## src/hdl/etpif_pkg.sv

```systemverilog
// Package with register map, field positions and reset values of the interrupt flag block
package etpif_pkg;
    localparam int ADDR_W = 4;
    localparam int DATA_W = 32;
    // Register byte offsets
    localparam logic [ADDR_W-1:0] OFS_IRQ_CONTROL = 4'h0;
    localparam logic [ADDR_W-1:0] OFS_OPTION = 4'h4;
    localparam logic [ADDR_W-1:0] OFS_IRQ_STATUS = 4'h8;
    localparam logic [ADDR_W-1:0] OFS_IRQ_MASK = 4'hC;
    // irq_control_reg fields
    localparam int BIT_PORT_FLAG = 0;
    localparam int BIT_EXT_FLAG = 1;
    localparam int BIT_TIMER_FLAG = 2;
    localparam int BIT_PORT_EN = 3;
    localparam int BIT_EXT_EN = 4;
    localparam int BIT_TIMER_EN = 5;
    localparam int BIT_GLOBAL_EN = 7;
    // option register field
    localparam int BIT_EDGE_POL = 6;
    localparam logic [7:0] CONTROL_RESET = 8'h00;
    localparam logic [7:0] OPTION_RESET = 8'h00;
    localparam logic [7:0] TIMER_WRAP_FROM = 8'hFF;
    localparam logic [7:0] TIMER_WRAP_TO = 8'h00;
    // Event status register: one bit per event
    localparam int EVT_W = 3;
    localparam int EVT_PORT = 0;
    localparam int EVT_EXT = 1;
    localparam int EVT_TIMER = 2;
    localparam logic [EVT_W-1:0] MASK_RESET = 3'h0;
endpackage

```

## src/hdl/etpif_edge_det.sv

```systemverilog
// Edge detector with selectable polarity for the external interrupt pin
`timescale 1ns/1ns
module etpif_edge_det (
    input wire logic clock_i,
    input wire logic reset_n_i,
    input wire logic level_i,
    input wire logic rising_i,
    output logic edge_o
);
    logic last_level;
    logic seen;

    always_ff @(posedge clock_i or negedge reset_n_i) begin
        if (!reset_n_i) begin
            last_level <= 1'b0;
            seen <= 1'b0;
        end else begin
            last_level <= level_i;
            seen <= 1'b1;
        end
    end

    // No edge before a first sample has been taken, so reset does not fake one
    assign edge_o = seen & (rising_i ? (level_i & ~last_level) : (~level_i & last_level));
endmodule

```

## src/hdl/etpif_top.sv

```systemverilog
// Interrupt flag and enable logic for external edge, timer wrap and port change; wake logic for the external edge only
//
// The placing of the registers and the Wishbone interface to the registers were decided locally.
`timescale 1ns/1ns
module etpif_top (
    input wire logic clock_i,
    input wire logic reset_n_i,
    input wire logic wb_cyc_i,
    input wire logic wb_stb_i,
    input wire logic wb_we_i,
    input wire logic [etpif_pkg::ADDR_W-1:0] wb_adr_i,
    input wire logic [3:0] wb_sel_i,
    input wire logic [etpif_pkg::DATA_W-1:0] wb_dat_i,
    output logic [etpif_pkg::DATA_W-1:0] wb_dat_o,
    output logic wb_ack_o,
    input wire logic ext_irq_pin_i,
    input wire logic [7:0] eight_bit_timer_count_i,
    input wire logic [3:0] upper_nibble_port_i,
    input wire logic port_read_i,
    input wire logic sleep_enter_i,
    output logic [3:0] port_latch_o,
    output logic asleep_o,
    output logic wake_o,
    output logic vector_o,
    output logic core_irq_o,
    output logic irq_o
);
    import etpif_pkg::*;

    logic [7:0] irq_control_reg;
    logic [7:0] option_reg;
    logic [EVT_W-1:0] irq_status;
    logic [EVT_W-1:0] irq_mask;
    logic [7:0] last_count;
    logic [3:0] port_latch;
    logic sleep_ext_enable;
    logic asleep;
    logic wake;
    logic vector;
    logic ack;
    logic [DATA_W-1:0] rdata;

    // Bus decode
    wire bus_req = wb_cyc_i & wb_stb_i & ~ack;
    wire bus_wr = bus_req & wb_we_i & wb_sel_i[0];
    wire bus_rd = bus_req & ~wb_we_i;
    wire sel_control = (wb_adr_i == OFS_IRQ_CONTROL);
    wire sel_option = (wb_adr_i == OFS_OPTION);
    wire sel_status = (wb_adr_i == OFS_IRQ_STATUS);
    wire sel_mask = (wb_adr_i == OFS_IRQ_MASK);
    wire wr_control = bus_wr & sel_control;
    wire wr_option = bus_wr & sel_option;
    wire wr_mask = bus_wr & sel_mask;
    wire rd_status = bus_rd & sel_status;

    // Events
    wire ext_edge;
    wire timer_wrap = (last_count == TIMER_WRAP_FROM) && (eight_bit_timer_count_i == TIMER_WRAP_TO);
    wire port_change = (upper_nibble_port_i != port_latch);
    wire [EVT_W-1:0] events = {timer_wrap, ext_edge, port_change};

    etpif_edge_det u_edge (
        .clock_i(clock_i),
        .reset_n_i(reset_n_i),
        .level_i(ext_irq_pin_i),
        .rising_i(option_reg[BIT_EDGE_POL]),
        .edge_o(ext_edge)
    );

    // Flag next values: the event always wins over a software clear in the same cycle
    wire [7:0] wdata = wb_dat_i[7:0];
    wire [7:0] ctrl_base = wr_control ? wdata : irq_control_reg;
    wire [7:0] flag_set = {5'h00, timer_wrap, ext_edge, port_change};
    // Flags set independent of the enables; cleared only by software writes
    wire [7:0] next_control = ctrl_base | flag_set;

    wire glb_en = irq_control_reg[BIT_GLOBAL_EN];
    wire ext_pend = irq_control_reg[BIT_EXT_FLAG] & irq_control_reg[BIT_EXT_EN];
    wire tmr_pend = irq_control_reg[BIT_TIMER_FLAG] & irq_control_reg[BIT_TIMER_EN];
    wire port_pend = irq_control_reg[BIT_PORT_FLAG] & irq_control_reg[BIT_PORT_EN];
    wire any_pend = ext_pend | tmr_pend | port_pend;

    // Wake uses the enable as captured on entry to SLEEP
    wire wake_cond = asleep & sleep_ext_enable & irq_control_reg[BIT_EXT_FLAG];

    always_ff @(posedge clock_i or negedge reset_n_i) begin
        if (!reset_n_i) begin
            irq_control_reg <= CONTROL_RESET;
            option_reg <= OPTION_RESET;
            irq_mask <= MASK_RESET;
        end else begin
            irq_control_reg <= next_control;
            if (wr_option) begin
                option_reg <= wdata;
            end
            if (wr_mask) begin
                irq_mask <= wdata[EVT_W-1:0];
            end
        end
    end

    always_ff @(posedge clock_i or negedge reset_n_i) begin
        if (!reset_n_i) begin
            irq_status <= '0;
        end else begin
            // Read clears, a new event in the same cycle survives
            irq_status <= (rd_status ? '0 : irq_status) | events;
        end
    end

    always_ff @(posedge clock_i or negedge reset_n_i) begin
        if (!reset_n_i) begin
            last_count <= 8'h00;
            port_latch <= 4'h0;
        end else begin
            last_count <= eight_bit_timer_count_i;
            if (port_read_i) begin
                port_latch <= upper_nibble_port_i;
            end
        end
    end

    always_ff @(posedge clock_i or negedge reset_n_i) begin
        if (!reset_n_i) begin
            asleep <= 1'b0;
            sleep_ext_enable <= 1'b0;
            wake <= 1'b0;
            vector <= 1'b0;
        end else begin
            wake <= wake_cond;
            vector <= wake_cond & glb_en;
            if (wake_cond) begin
                asleep <= 1'b0;
            end else if (sleep_enter_i & ~asleep) begin
                asleep <= 1'b1;
                sleep_ext_enable <= irq_control_reg[BIT_EXT_EN];
            end
        end
    end

    // Read mux; unmapped addresses read zero and are still acknowledged
    wire [7:0] rd_byte = sel_control ? irq_control_reg :
                         sel_option ? option_reg :
                         sel_status ? {5'h00, irq_status} :
                         sel_mask ? {5'h00, irq_mask} : 8'h00;

    always_ff @(posedge clock_i or negedge reset_n_i) begin
        if (!reset_n_i) begin
            ack <= 1'b0;
            rdata <= '0;
        end else begin
            ack <= bus_req;
            rdata <= bus_rd ? {24'h000000, rd_byte} : '0;
        end
    end

    assign wb_ack_o = ack;
    assign wb_dat_o = rdata;
    assign port_latch_o = port_latch;
    assign asleep_o = asleep;
    assign wake_o = wake;
    assign vector_o = vector;
    assign core_irq_o = glb_en & any_pend;
    assign irq_o = |(irq_status & irq_mask);

    // History guard for the edge checks: the first cycle after reset has no earlier sample to compare
    logic hist_ok;

    always_ff @(posedge clock_i or negedge reset_n_i) begin
        if (!reset_n_i) begin
            hist_ok <= 1'b0;
        end else begin
            hist_ok <= 1'b1;
        end
    end

    // External edge
    ext_flag_sets_a: assert property (@(posedge clock_i) disable iff (!reset_n_i)
        ext_edge |=> irq_control_reg[BIT_EXT_FLAG])
        else $error("edge did not set ext flag");
    edge_polarity_a: assert property (@(posedge clock_i) disable iff (!reset_n_i)
        ext_edge |-> (ext_irq_pin_i == option_reg[BIT_EDGE_POL]))
        else $error("edge of wrong polarity");
    rising_edge_a: assert property (@(posedge clock_i) disable iff (!reset_n_i)
        (hist_ok && option_reg[BIT_EDGE_POL] && !$past(ext_irq_pin_i) && ext_irq_pin_i) |-> ext_edge)
        else $error("rising edge missed");
    falling_edge_a: assert property (@(posedge clock_i) disable iff (!reset_n_i)
        (hist_ok && !option_reg[BIT_EDGE_POL] && $past(ext_irq_pin_i) && !ext_irq_pin_i) |-> ext_edge)
        else $error("falling edge missed");
    no_edge_stable_a: assert property (@(posedge clock_i) disable iff (!reset_n_i)
        (hist_ok && $stable(ext_irq_pin_i)) |-> !ext_edge)
        else $error("edge on a steady pin");
    flag_sticky_a: assert property (@(posedge clock_i) disable iff (!reset_n_i)
        $fell(irq_control_reg[BIT_EXT_FLAG]) |-> $past(wr_control))
        else $error("ext flag cleared by hw");
    hw_no_clear_a: assert property (@(posedge clock_i) disable iff (!reset_n_i)
        !wr_control |=> ((irq_control_reg & $past(irq_control_reg)) == $past(irq_control_reg)))
        else $error("control bit cleared without a write");
    control_write_a: assert property (@(posedge clock_i) disable iff (!reset_n_i)
        (wr_control && flag_set == 8'h00) |=> (irq_control_reg == $past(wdata)))
        else $error("control write lost");
    ext_mask_a: assert property (@(posedge clock_i) disable iff (!reset_n_i)
        (!irq_control_reg[BIT_EXT_EN] && !tmr_pend && !port_pend) |-> !core_irq_o)
        else $error("ext not masked");
    ext_flag_free_a: assert property (@(posedge clock_i) disable iff (!reset_n_i)
        (ext_edge && !irq_control_reg[BIT_EXT_EN]) |=> irq_control_reg[BIT_EXT_FLAG])
        else $error("ext flag gated by enable");

    // Timer wrap
    timer_wrap_a: assert property (@(posedge clock_i) disable iff (!reset_n_i)
        ($past(eight_bit_timer_count_i) == TIMER_WRAP_FROM && eight_bit_timer_count_i == TIMER_WRAP_TO)
        |=> irq_control_reg[BIT_TIMER_FLAG]) else $error("timer wrap missed");
    timer_flag_cause_a: assert property (@(posedge clock_i) disable iff (!reset_n_i)
        $rose(irq_control_reg[BIT_TIMER_FLAG]) |-> ($past(timer_wrap) || $past(wr_control)))
        else $error("timer flag without wrap");
    timer_mask_a: assert property (@(posedge clock_i) disable iff (!reset_n_i)
        (!irq_control_reg[BIT_TIMER_EN] && !ext_pend && !port_pend) |-> !core_irq_o)
        else $error("timer not masked");
    timer_enable_a: assert property (@(posedge clock_i) disable iff (!reset_n_i)
        (glb_en && irq_control_reg[BIT_TIMER_EN] && irq_control_reg[BIT_TIMER_FLAG]) |-> core_irq_o)
        else $error("timer request missing");
    flag_free_a: assert property (@(posedge clock_i) disable iff (!reset_n_i)
        (timer_wrap && !irq_control_reg[BIT_TIMER_EN]) |=> irq_control_reg[BIT_TIMER_FLAG])
        else $error("flag gated by enable");

    // Port change
    port_change_a: assert property (@(posedge clock_i) disable iff (!reset_n_i)
        (upper_nibble_port_i != port_latch) |=> irq_control_reg[BIT_PORT_FLAG])
        else $error("port change missed");
    port_flag_cause_a: assert property (@(posedge clock_i) disable iff (!reset_n_i)
        $rose(irq_control_reg[BIT_PORT_FLAG]) |-> ($past(port_change) || $past(wr_control)))
        else $error("port flag without change");
    port_mask_a: assert property (@(posedge clock_i) disable iff (!reset_n_i)
        (!irq_control_reg[BIT_PORT_EN] && !ext_pend && !tmr_pend) |-> !core_irq_o)
        else $error("port not masked");
    port_enable_a: assert property (@(posedge clock_i) disable iff (!reset_n_i)
        (glb_en && irq_control_reg[BIT_PORT_EN] && irq_control_reg[BIT_PORT_FLAG]) |-> core_irq_o)
        else $error("port request missing");
    port_latch_a: assert property (@(posedge clock_i) disable iff (!reset_n_i)
        port_read_i |=> (port_latch_o == $past(upper_nibble_port_i)))
        else $error("port read not latched");
    latch_hold_a: assert property (@(posedge clock_i) disable iff (!reset_n_i)
        !port_read_i |=> $stable(port_latch_o))
        else $error("latch moved without a read");
    port_free_a: assert property (@(posedge clock_i) disable iff (!reset_n_i)
        (port_change && !irq_control_reg[BIT_PORT_EN]) |=> irq_control_reg[BIT_PORT_FLAG])
        else $error("port flag gated by enable");

    // Core request
    core_req_a: assert property (@(posedge clock_i) disable iff (!reset_n_i)
        core_irq_o == (irq_control_reg[7] & |(irq_control_reg[2:0] & {irq_control_reg[5:4], irq_control_reg[3]})))
        else $error("core request mismatch");
    global_mask_a: assert property (@(posedge clock_i) disable iff (!reset_n_i)
        !glb_en |-> !core_irq_o)
        else $error("request without global enable");

    // Sleep and wake
    wake_needs_en_a: assert property (@(posedge clock_i) disable iff (!reset_n_i)
        wake_o |-> $past(sleep_ext_enable))
        else $error("wake without prior enable");
    vector_gie_a: assert property (@(posedge clock_i) disable iff (!reset_n_i)
        vector_o |-> (wake_o && $past(glb_en)))
        else $error("vector without global enable");
    wake_when_asleep_a: assert property (@(posedge clock_i) disable iff (!reset_n_i)
        wake_o |-> $past(asleep_o))
        else $error("wake while awake");
    wake_leaves_sleep_a: assert property (@(posedge clock_i) disable iff (!reset_n_i)
        wake_o |-> !asleep_o)
        else $error("still asleep after wake");
    sleep_capture_a: assert property (@(posedge clock_i) disable iff (!reset_n_i)
        (sleep_enter_i && !asleep_o) |=> (asleep_o && sleep_ext_enable == $past(irq_control_reg[BIT_EXT_EN])))
        else $error("sleep entry not captured");
    wake_prompt_a: assert property (@(posedge clock_i) disable iff (!reset_n_i)
        wake_cond |=> wake_o)
        else $error("wake missed");
    vector_with_gie_a: assert property (@(posedge clock_i) disable iff (!reset_n_i)
        (wake_cond && glb_en) |=> vector_o)
        else $error("vector missed");
    no_vector_a: assert property (@(posedge clock_i) disable iff (!reset_n_i)
        !(wake_cond && glb_en) |=> !vector_o)
        else $error("unexpected vector");
    wake_pulse_a: assert property (@(posedge clock_i) disable iff (!reset_n_i)
        wake_o |=> !wake_o)
        else $error("wake longer than one cycle");
    no_wake_awake_a: assert property (@(posedge clock_i) disable iff (!reset_n_i)
        !asleep_o |=> !wake_o)
        else $error("wake without sleep");

    // Status, mask and option registers
    status_sets_a: assert property (@(posedge clock_i) disable iff (!reset_n_i)
        (events != '0) |=> ((irq_status & $past(events)) == $past(events)))
        else $error("status event lost");
    status_clear_a: assert property (@(posedge clock_i) disable iff (!reset_n_i)
        (rd_status && events == '0) |=> (irq_status == '0))
        else $error("status not cleared by read");
    status_hold_a: assert property (@(posedge clock_i) disable iff (!reset_n_i)
        (!rd_status && events == '0) |=> $stable(irq_status))
        else $error("status changed on its own");
    irq_quiet_a: assert property (@(posedge clock_i) disable iff (!reset_n_i)
        (irq_mask == '0) |-> !irq_o)
        else $error("irq with all sources masked");
    mask_write_a: assert property (@(posedge clock_i) disable iff (!reset_n_i)
        wr_mask |=> (irq_mask == $past(wb_dat_i[EVT_W-1:0])))
        else $error("mask write lost");
    mask_hold_a: assert property (@(posedge clock_i) disable iff (!reset_n_i)
        !wr_mask |=> $stable(irq_mask))
        else $error("mask changed without a write");
    option_write_a: assert property (@(posedge clock_i) disable iff (!reset_n_i)
        wr_option |=> (option_reg == $past(wdata)))
        else $error("option write lost");
    option_hold_a: assert property (@(posedge clock_i) disable iff (!reset_n_i)
        !wr_option |=> $stable(option_reg))
        else $error("option changed without a write");

    // Register bus
    ack_pulse_a: assert property (@(posedge clock_i) disable iff (!reset_n_i)
        wb_ack_o |=> !wb_ack_o)
        else $error("ack longer than one cycle");
    ack_answers_a: assert property (@(posedge clock_i) disable iff (!reset_n_i)
        (wb_cyc_i && wb_stb_i && !wb_ack_o) |=> wb_ack_o)
        else $error("request not answered");
    ack_needs_req_a: assert property (@(posedge clock_i) disable iff (!reset_n_i)
        wb_ack_o |-> $past(wb_cyc_i && wb_stb_i))
        else $error("ack without request");
    rdata_idle_a: assert property (@(posedge clock_i) disable iff (!reset_n_i)
        !wb_ack_o |-> (wb_dat_o == '0))
        else $error("read data outside ack");
    rdata_upper_a: assert property (@(posedge clock_i) disable iff (!reset_n_i)
        wb_dat_o[DATA_W-1:8] == '0)
        else $error("upper read bits set");
    write_no_data_a: assert property (@(posedge clock_i) disable iff (!reset_n_i)
        (wb_ack_o && $past(wb_we_i)) |-> (wb_dat_o == '0))
        else $error("read data on a write ack");

    // Main scenarios
    wake_cov: cover property (@(posedge clock_i) disable iff (!reset_n_i) wake_o && vector_o);
    wake_novec_cov: cover property (@(posedge clock_i) disable iff (!reset_n_i) wake_o && !vector_o);
    irq_cov: cover property (@(posedge clock_i) disable iff (!reset_n_i) core_irq_o ##1 wr_control);
    status_cov: cover property (@(posedge clock_i) disable iff (!reset_n_i) irq_o ##[1:4] rd_status);
    late_en_cov: cover property (@(posedge clock_i) disable iff (!reset_n_i)
        asleep_o && !sleep_ext_enable && irq_control_reg[BIT_EXT_FLAG]);
endmodule

```

## config.mk

```make
export PLATFORM = sky130hd
export DESIGN_NAME = etpif_top
export DESIGN_NICKNAME = d
export VERILOG_FILES = /design/src/hdl/etpif_pkg.sv /design/src/hdl/etpif_edge_det.sv /design/src/hdl/etpif_top.sv
export SDC_FILE = /design/constraint.sdc
export NUM_CORES = 1
export LEC_CHECK = 0
export ABC_AREA = 1
export BUFFER_PORTS_ARGS = -buffer_cell sky130_fd_sc_hd__clkbuf_2
export CORE_UTILIZATION = 40
export CTS_CLUSTER_SIZE = 28
export DETAILED_ROUTE_END_ITERATION = 10
export GPL_TIMING_DRIVEN = 1
export MAX_ROUTING_LAYER = met4
export PLACE_DENSITY = 0.79
export SLEW_MARGIN = 20
export SYNTH_ARGS = -nofsm -noshare
export SYNTH_HDL_FRONTEND = slang
export SYNTH_SLANG_ARGS = --single-unit
```

## constraint.sdc

```tcl
create_clock -name clock_i -period 1.58 [get_ports clock_i]
set_input_delay 0.079 -clock clock_i [delete_from_list [all_inputs] [get_ports clock_i]]
set_output_delay 0.079 -clock clock_i [all_outputs]
set_load 0.03 [all_outputs]
```

## After elaboration in Yosys (flattened, before gate mapping)

Cells that the tools add are included.

| operators by class | value |
|---|---|
| $add $sub $neg | 0 |
| $mul | 0 |
| div/mod/pow operators | 0 |
| order comparisons | 0 |
| equal/unequal tests | 5 |
| shifts and indexed selects | 0 |
| mux-type cells | 10 |
| bitwise logic cells | 31 |
| reductions and logical operators | 6 |

Operator list:

| cell | count |
|---|---|
| two-way mux 8 bit | 4 |
| AND 1 bit | 20 |
| two-way mux 3 bit | 3 |
| == test 4 bit, second input constant | 2 |
| == test 8 bit, second input constant | 1 |
| zero test 8 bit | 1 |
| bitwise OR 8 x 3 -> 8 bit | 1 |
| inverter 1 bit | 6 |
| == test 4 x 3 -> 1 bit, second input constant | 1 |
| zero test 4 bit | 1 |
| inequality test 4 bit | 1 |
| AND 3 bit | 1 |
| two-way mux 1 bit | 3 |
| bitwise OR 3 bit | 1 |
| OR reduction 3 bit | 1 |
| bitwise OR 1 bit | 2 |
| AND reduction 2 bit | 1 |
| nonzero test 2 bit | 1 |
| logical AND 1 bit | 1 |

| word-level totals | value |
|---|---|
| register bits | 49 |
| bits in latches | 0 |
| memory bits (writable) | 0 |
| ROM bits | 0 |
| output and inout bits | 42 |
| memories kept | 0 |

## Depth between registers and ports, before layout

| logic depth | value |
|---|---|
| word-level depth | 7 |
| gate-level depth with buffers | 7 |

## Hierarchy

A second synthesis with hierarchy kept.

| second synthesis, totals | value |
|---|---|
| cell total of the unflattened synthesis | 255 |
| area, all modules | 2341.0 sq um |

By module, submodules not included:

| module | times used | cells an instance | area each (sq um) | sequential area each (sq um) |
|---|---|---|---|---|
| etpif_top | 1 | 244 | 2257.2 | 1176.1 |
| etpif_edge_det | 1 | 11 | 83.8 | 50.0 |

## Worst setup path before layout

Ideal clock, no wire load.

| path | value |
|---|---|
| kind | register -> register |
| from | register ack, in the netlist wb_ack_o |
| to | register option_reg[4] |
| arrival | 1.181 ns |
| data required time | 1.462 ns |
| path slack | 0.281 ns |
| stages on the path, launching flop included | 8 |
| clock period less this slack | 1.299 ns |
| cells stage by stage | dfrtp_1 -> inv_1 -> nand3_2 -> nor2_8 -> nand2_4 -> buf_6 -> nand2_2 -> o21ai_2 |

| between the ends | value |
|---|---|
| word-level cells in the longest chain between the ends | 5 |

RTL lines:

| what | RTL line | text |
|---|---|---|
| start: declaration | etpif_top.sv:40 | `logic ack;` |
| start signal: assignment | etpif_top.sv:152 | `ack <= bus_req;` |
| inverter 1 bit | etpif_top.sv:44 | `wire bus_req = wb_cyc_i & wb_stb_i & ~ack;` |
| AND 1 bit | etpif_top.sv:44 |  |
| AND 1 bit (2 in a row) | etpif_top.sv:45 | `wire bus_wr = bus_req & wb_we_i & wb_sel_i[0];` |
| AND 1 bit | etpif_top.sv:52 | `wire wr_option = bus_wr & sel_option;` |
| end signal: assignment | etpif_top.sv:94 | `option_reg <= wdata;` |
| end: declaration | etpif_top.sv:31 | `logic [7:0] option_reg;` |

No other way between the ends.
A chain may end at the register's enable or synchronous reset.

## Worst setup path in the final report

| path | value |
|---|---|
| from | register irq_control_reg[1] |
| to | output port core_irq_o |

| between the ends | value |
|---|---|
| word-level cells in the longest chain between the ends | 4 |

RTL lines:

| what | RTL line | text |
|---|---|---|
| start: declaration | etpif_top.sv:30 | `logic [7:0] irq_control_reg;` |
| start signal: assignment | etpif_top.sv:92 | `irq_control_reg <= next_control;` |
| AND 1 bit | etpif_top.sv:78 | `wire ext_pend = irq_control_reg[BIT_EXT_FLAG] & irq_control_reg[BIT_EXT_EN];` |
| bitwise OR 1 bit (2 in a row) | etpif_top.sv:81 | `wire any_pend = ext_pend \| tmr_pend \| port_pend;` |
| AND 1 bit | etpif_top.sv:163 | `assign core_irq_o = glb_en & any_pend;` |
| end: declaration | etpif_top.sv:25 | `output logic core_irq_o,` |

No other way between the ends.

==> run metrics <==
Die W 78.3 um; CTS Buffer Depth 2; global route total overflow 0; max-slew violation count 0; CP most frequent cell inv_1; Hold Violations, Final 0; max_slew headroom 66.5%; Cell variety after synth 25; die area 0.00614 mm^2; final setup TNS 0 ns; CP max-delay cell dfrtp_1; CTS tree yes; peak supply drop 0.510 mV; GRT met2 Usage 24.6%; endpoint class of the critical path output pin; FF+latch count, synth 49; pin count of the biggest net entering global routing 32; sw power 667 uW; starting density of the core 41.8%; DRC errors left 0; Routed Antenna Nets 0; Avg Vias per Cell 4.31; startpoint types register; Hold Crit Class input pin to register; pwr/cell area 892 mW/mm^2; via count 1664; placed insts 369; Syn Area/Cell 9.29 um^2; # setup viols final 0; Die Y 78.3 um; port bufs 50; CTS resizes 0; commonest non-fill, non-tap cell in the layout nand2_1; Placer Congestion 0.806; worst path buffer plus inverter count 3; drt pass-1 iters 4; placed inst area 0.00255 mm^2; share of layout cells above drive strength 1 27.4%; Gate power share 15.1%; status completed; commonest non-fill, non-tap cells in the layout nand2_1 (68), clkbuf_2 (50), dfrtp_1 (49), inv_1 (25), conb_1 (25); initial drt markers 63; Cell Int Power 1780 uW; GR Layer Usage met3 4.19%; CP Class register to output pin; Clk pwr share 29.9%; Reg clk slew, reported paths 0.08 ns; Leakage 0.00144 uW; Peak Freq 750 MHz; Post-Syn Instances 251; Ys Warns 0; HPWL Detailed 3010 um; initial antenna violation count 0; critical path fanouts, max 3; met1 GRT Util 17.7%; first-pass GRT wire length 6840 um; synth-to-layout area growth 17.7%; GRT Max-Usage Layer met2; CP Cell Sequence inv_1, o211ai_1, nand2_1, inv_1, clkbuf_2; CTS buffer count 5; layout net count 374; drt total wl 3930 um; pre-CTS setup slack 0.253 ns; Max H-tree Level 2; total track usage 15.3%; Root Driver clkbuf_8; final setup margin 0.247 ns; switching portion of total power 27.3%; WL/cell 10.2 um; Finished Layout Cells 386; clock skew 0.00478 ns; clk_lat worst skew 0.30 ns; worst endpoint required time 1.50 ns; row count 27; Arr. time, crit path 1.25 ns; Final min period 1.33 ns; Sink Count 49; sequential share of the synthesized area 52.6%; crit-path leading delay family flip-flops; fin area 0.00274 mm^2; Max-Cap Viols 0; Worst-Margin Slew 0.502 ns; number of global-route vias before repair 1584; diode count 0; RSZ-0062 raised after global routing false; I/O Pins 102; Post-Syn Area 0.00233 mm^2; CP max stage delay 0.40 ns; fin crit share 84.3%; Reg power frac 55.0%; Core ar. 0.00557 mm^2
-- stage by stage --
stage / power, uW / util [%] / hold slack (ns)
after detailed placement: 1730 / 45.8 / 0.0747
after global placement: 1720 / 45.8 / 0.0705
after floorplan: 1650 / - / -0.217
after global routing: 2580 / 49.2 / 0.0304
final: 2450 / 49.2 / 0.0294
after CTS: 2480 / 49.2 / 0.0234
-- power groups by stage --
stage	Clock (uW)	Combinational (uW)	Sequential (uW)
final	732	368	1350
after global routing	815	409	1360
after CTS	761	375	1350
after detailed placement	0	355	1370
after global placement	0	348	1370
after floorplan	0	261	1390
-- kinds of logic (layout without fill, tap and decap cells) --
group	count (synthesis)	in the layout	synth area share, %
flip-flops	49	49	52.6
AO/OA/AOI/OAI	32	32	9.07
other	2	25	0.322
XOR/XNOR	3	3	1.13
buffers and inverters	54	94	14.0
multiplexers	3	3	1.45
AND/OR/NAND/NOR	108	108	21.5
-- worst min-delay path: cells and delay by family --
kind | cells | cell delay [ns]
buffers and inverters | 1 | 0.10
AND/OR/NAND/NOR | 1 | 0.04
AO/OA/AOI/OAI | 1 | 0.07
-- cell usage after synthesis --
library cell	number	area [um^2]
a21oi_1	5	25.0
and2_4	1	8.76
buf_4	24	180
buf_6	4	45.0
conb_1	2	7.51
dfrtp_1	49	1230
inv_1	25	93.8
inv_4	1	6.26
mux2_2	3	33.8
nand2_1	68	255
nand2_2	4	25.0
nand2_4	2	22.5
nand3_1	7	35.0
nand3_2	1	10.0
nand3_4	1	17.5
nand3b_1	1	7.51
nand4_1	2	12.5
nor2_1	18	67.6
nor2_4	1	11.3
nor2_8	1	20.0
nor3b_1	1	7.51
o211ai_1	1	7.51
o21ai_0	13	65.1
o21ai_2	13	114
xnor2_1	3	26.3
-- per-layer routing --
layer  vias to the layer above  wire [um]  part of all wire (%)
met5                         -          0                     0
met4                         0         78                   2.0
met3                         7        233                   5.9
met2                        48       1850                    47
met1                       753       1770                    45
li1                        856          -                     -
-- final cells by class --
type	instances	area (um^2)
Clock inverter	1	7.51
Clock buffer	6	82.6
Tap cell	72	90.1
Fill cell	541	2830
Sequential cell	49	1230
Timing Repair Buffer	61	370
Multi-Input combinational cell	171	866
Inverter	26	100
-- worst paths after layout --
check / depth (start not counted) / endpoint / startpoint / slack, ns
max in group asynchronous: 3 / last_count[7] / reset_n_i / 0.79
worst max-delay path: 5 / core_irq_o / irq_control_reg[1] / 0.25
min in group asynchronous: 2 / wb_dat_o[7] / reset_n_i / 0.27
worst min-delay path: 3 / port_latch_o[1] / upper_nibble_port_i[1] / 0.03
worst max register to register: 5 / wb_dat_o[3] / wb_ack_o / 0.27
worst min register to register: 2 / option_reg[3] / option_reg[3] / 0.49
-- what timing repair did --
item                                    4_1_cts  5_1_grt
hold buffers                                 10        0
hold endpoints to repair                     27        0
setup buffers                                 0        0
endpoints found under the setup margin        0        0
(Power assumes the default switching activity.)
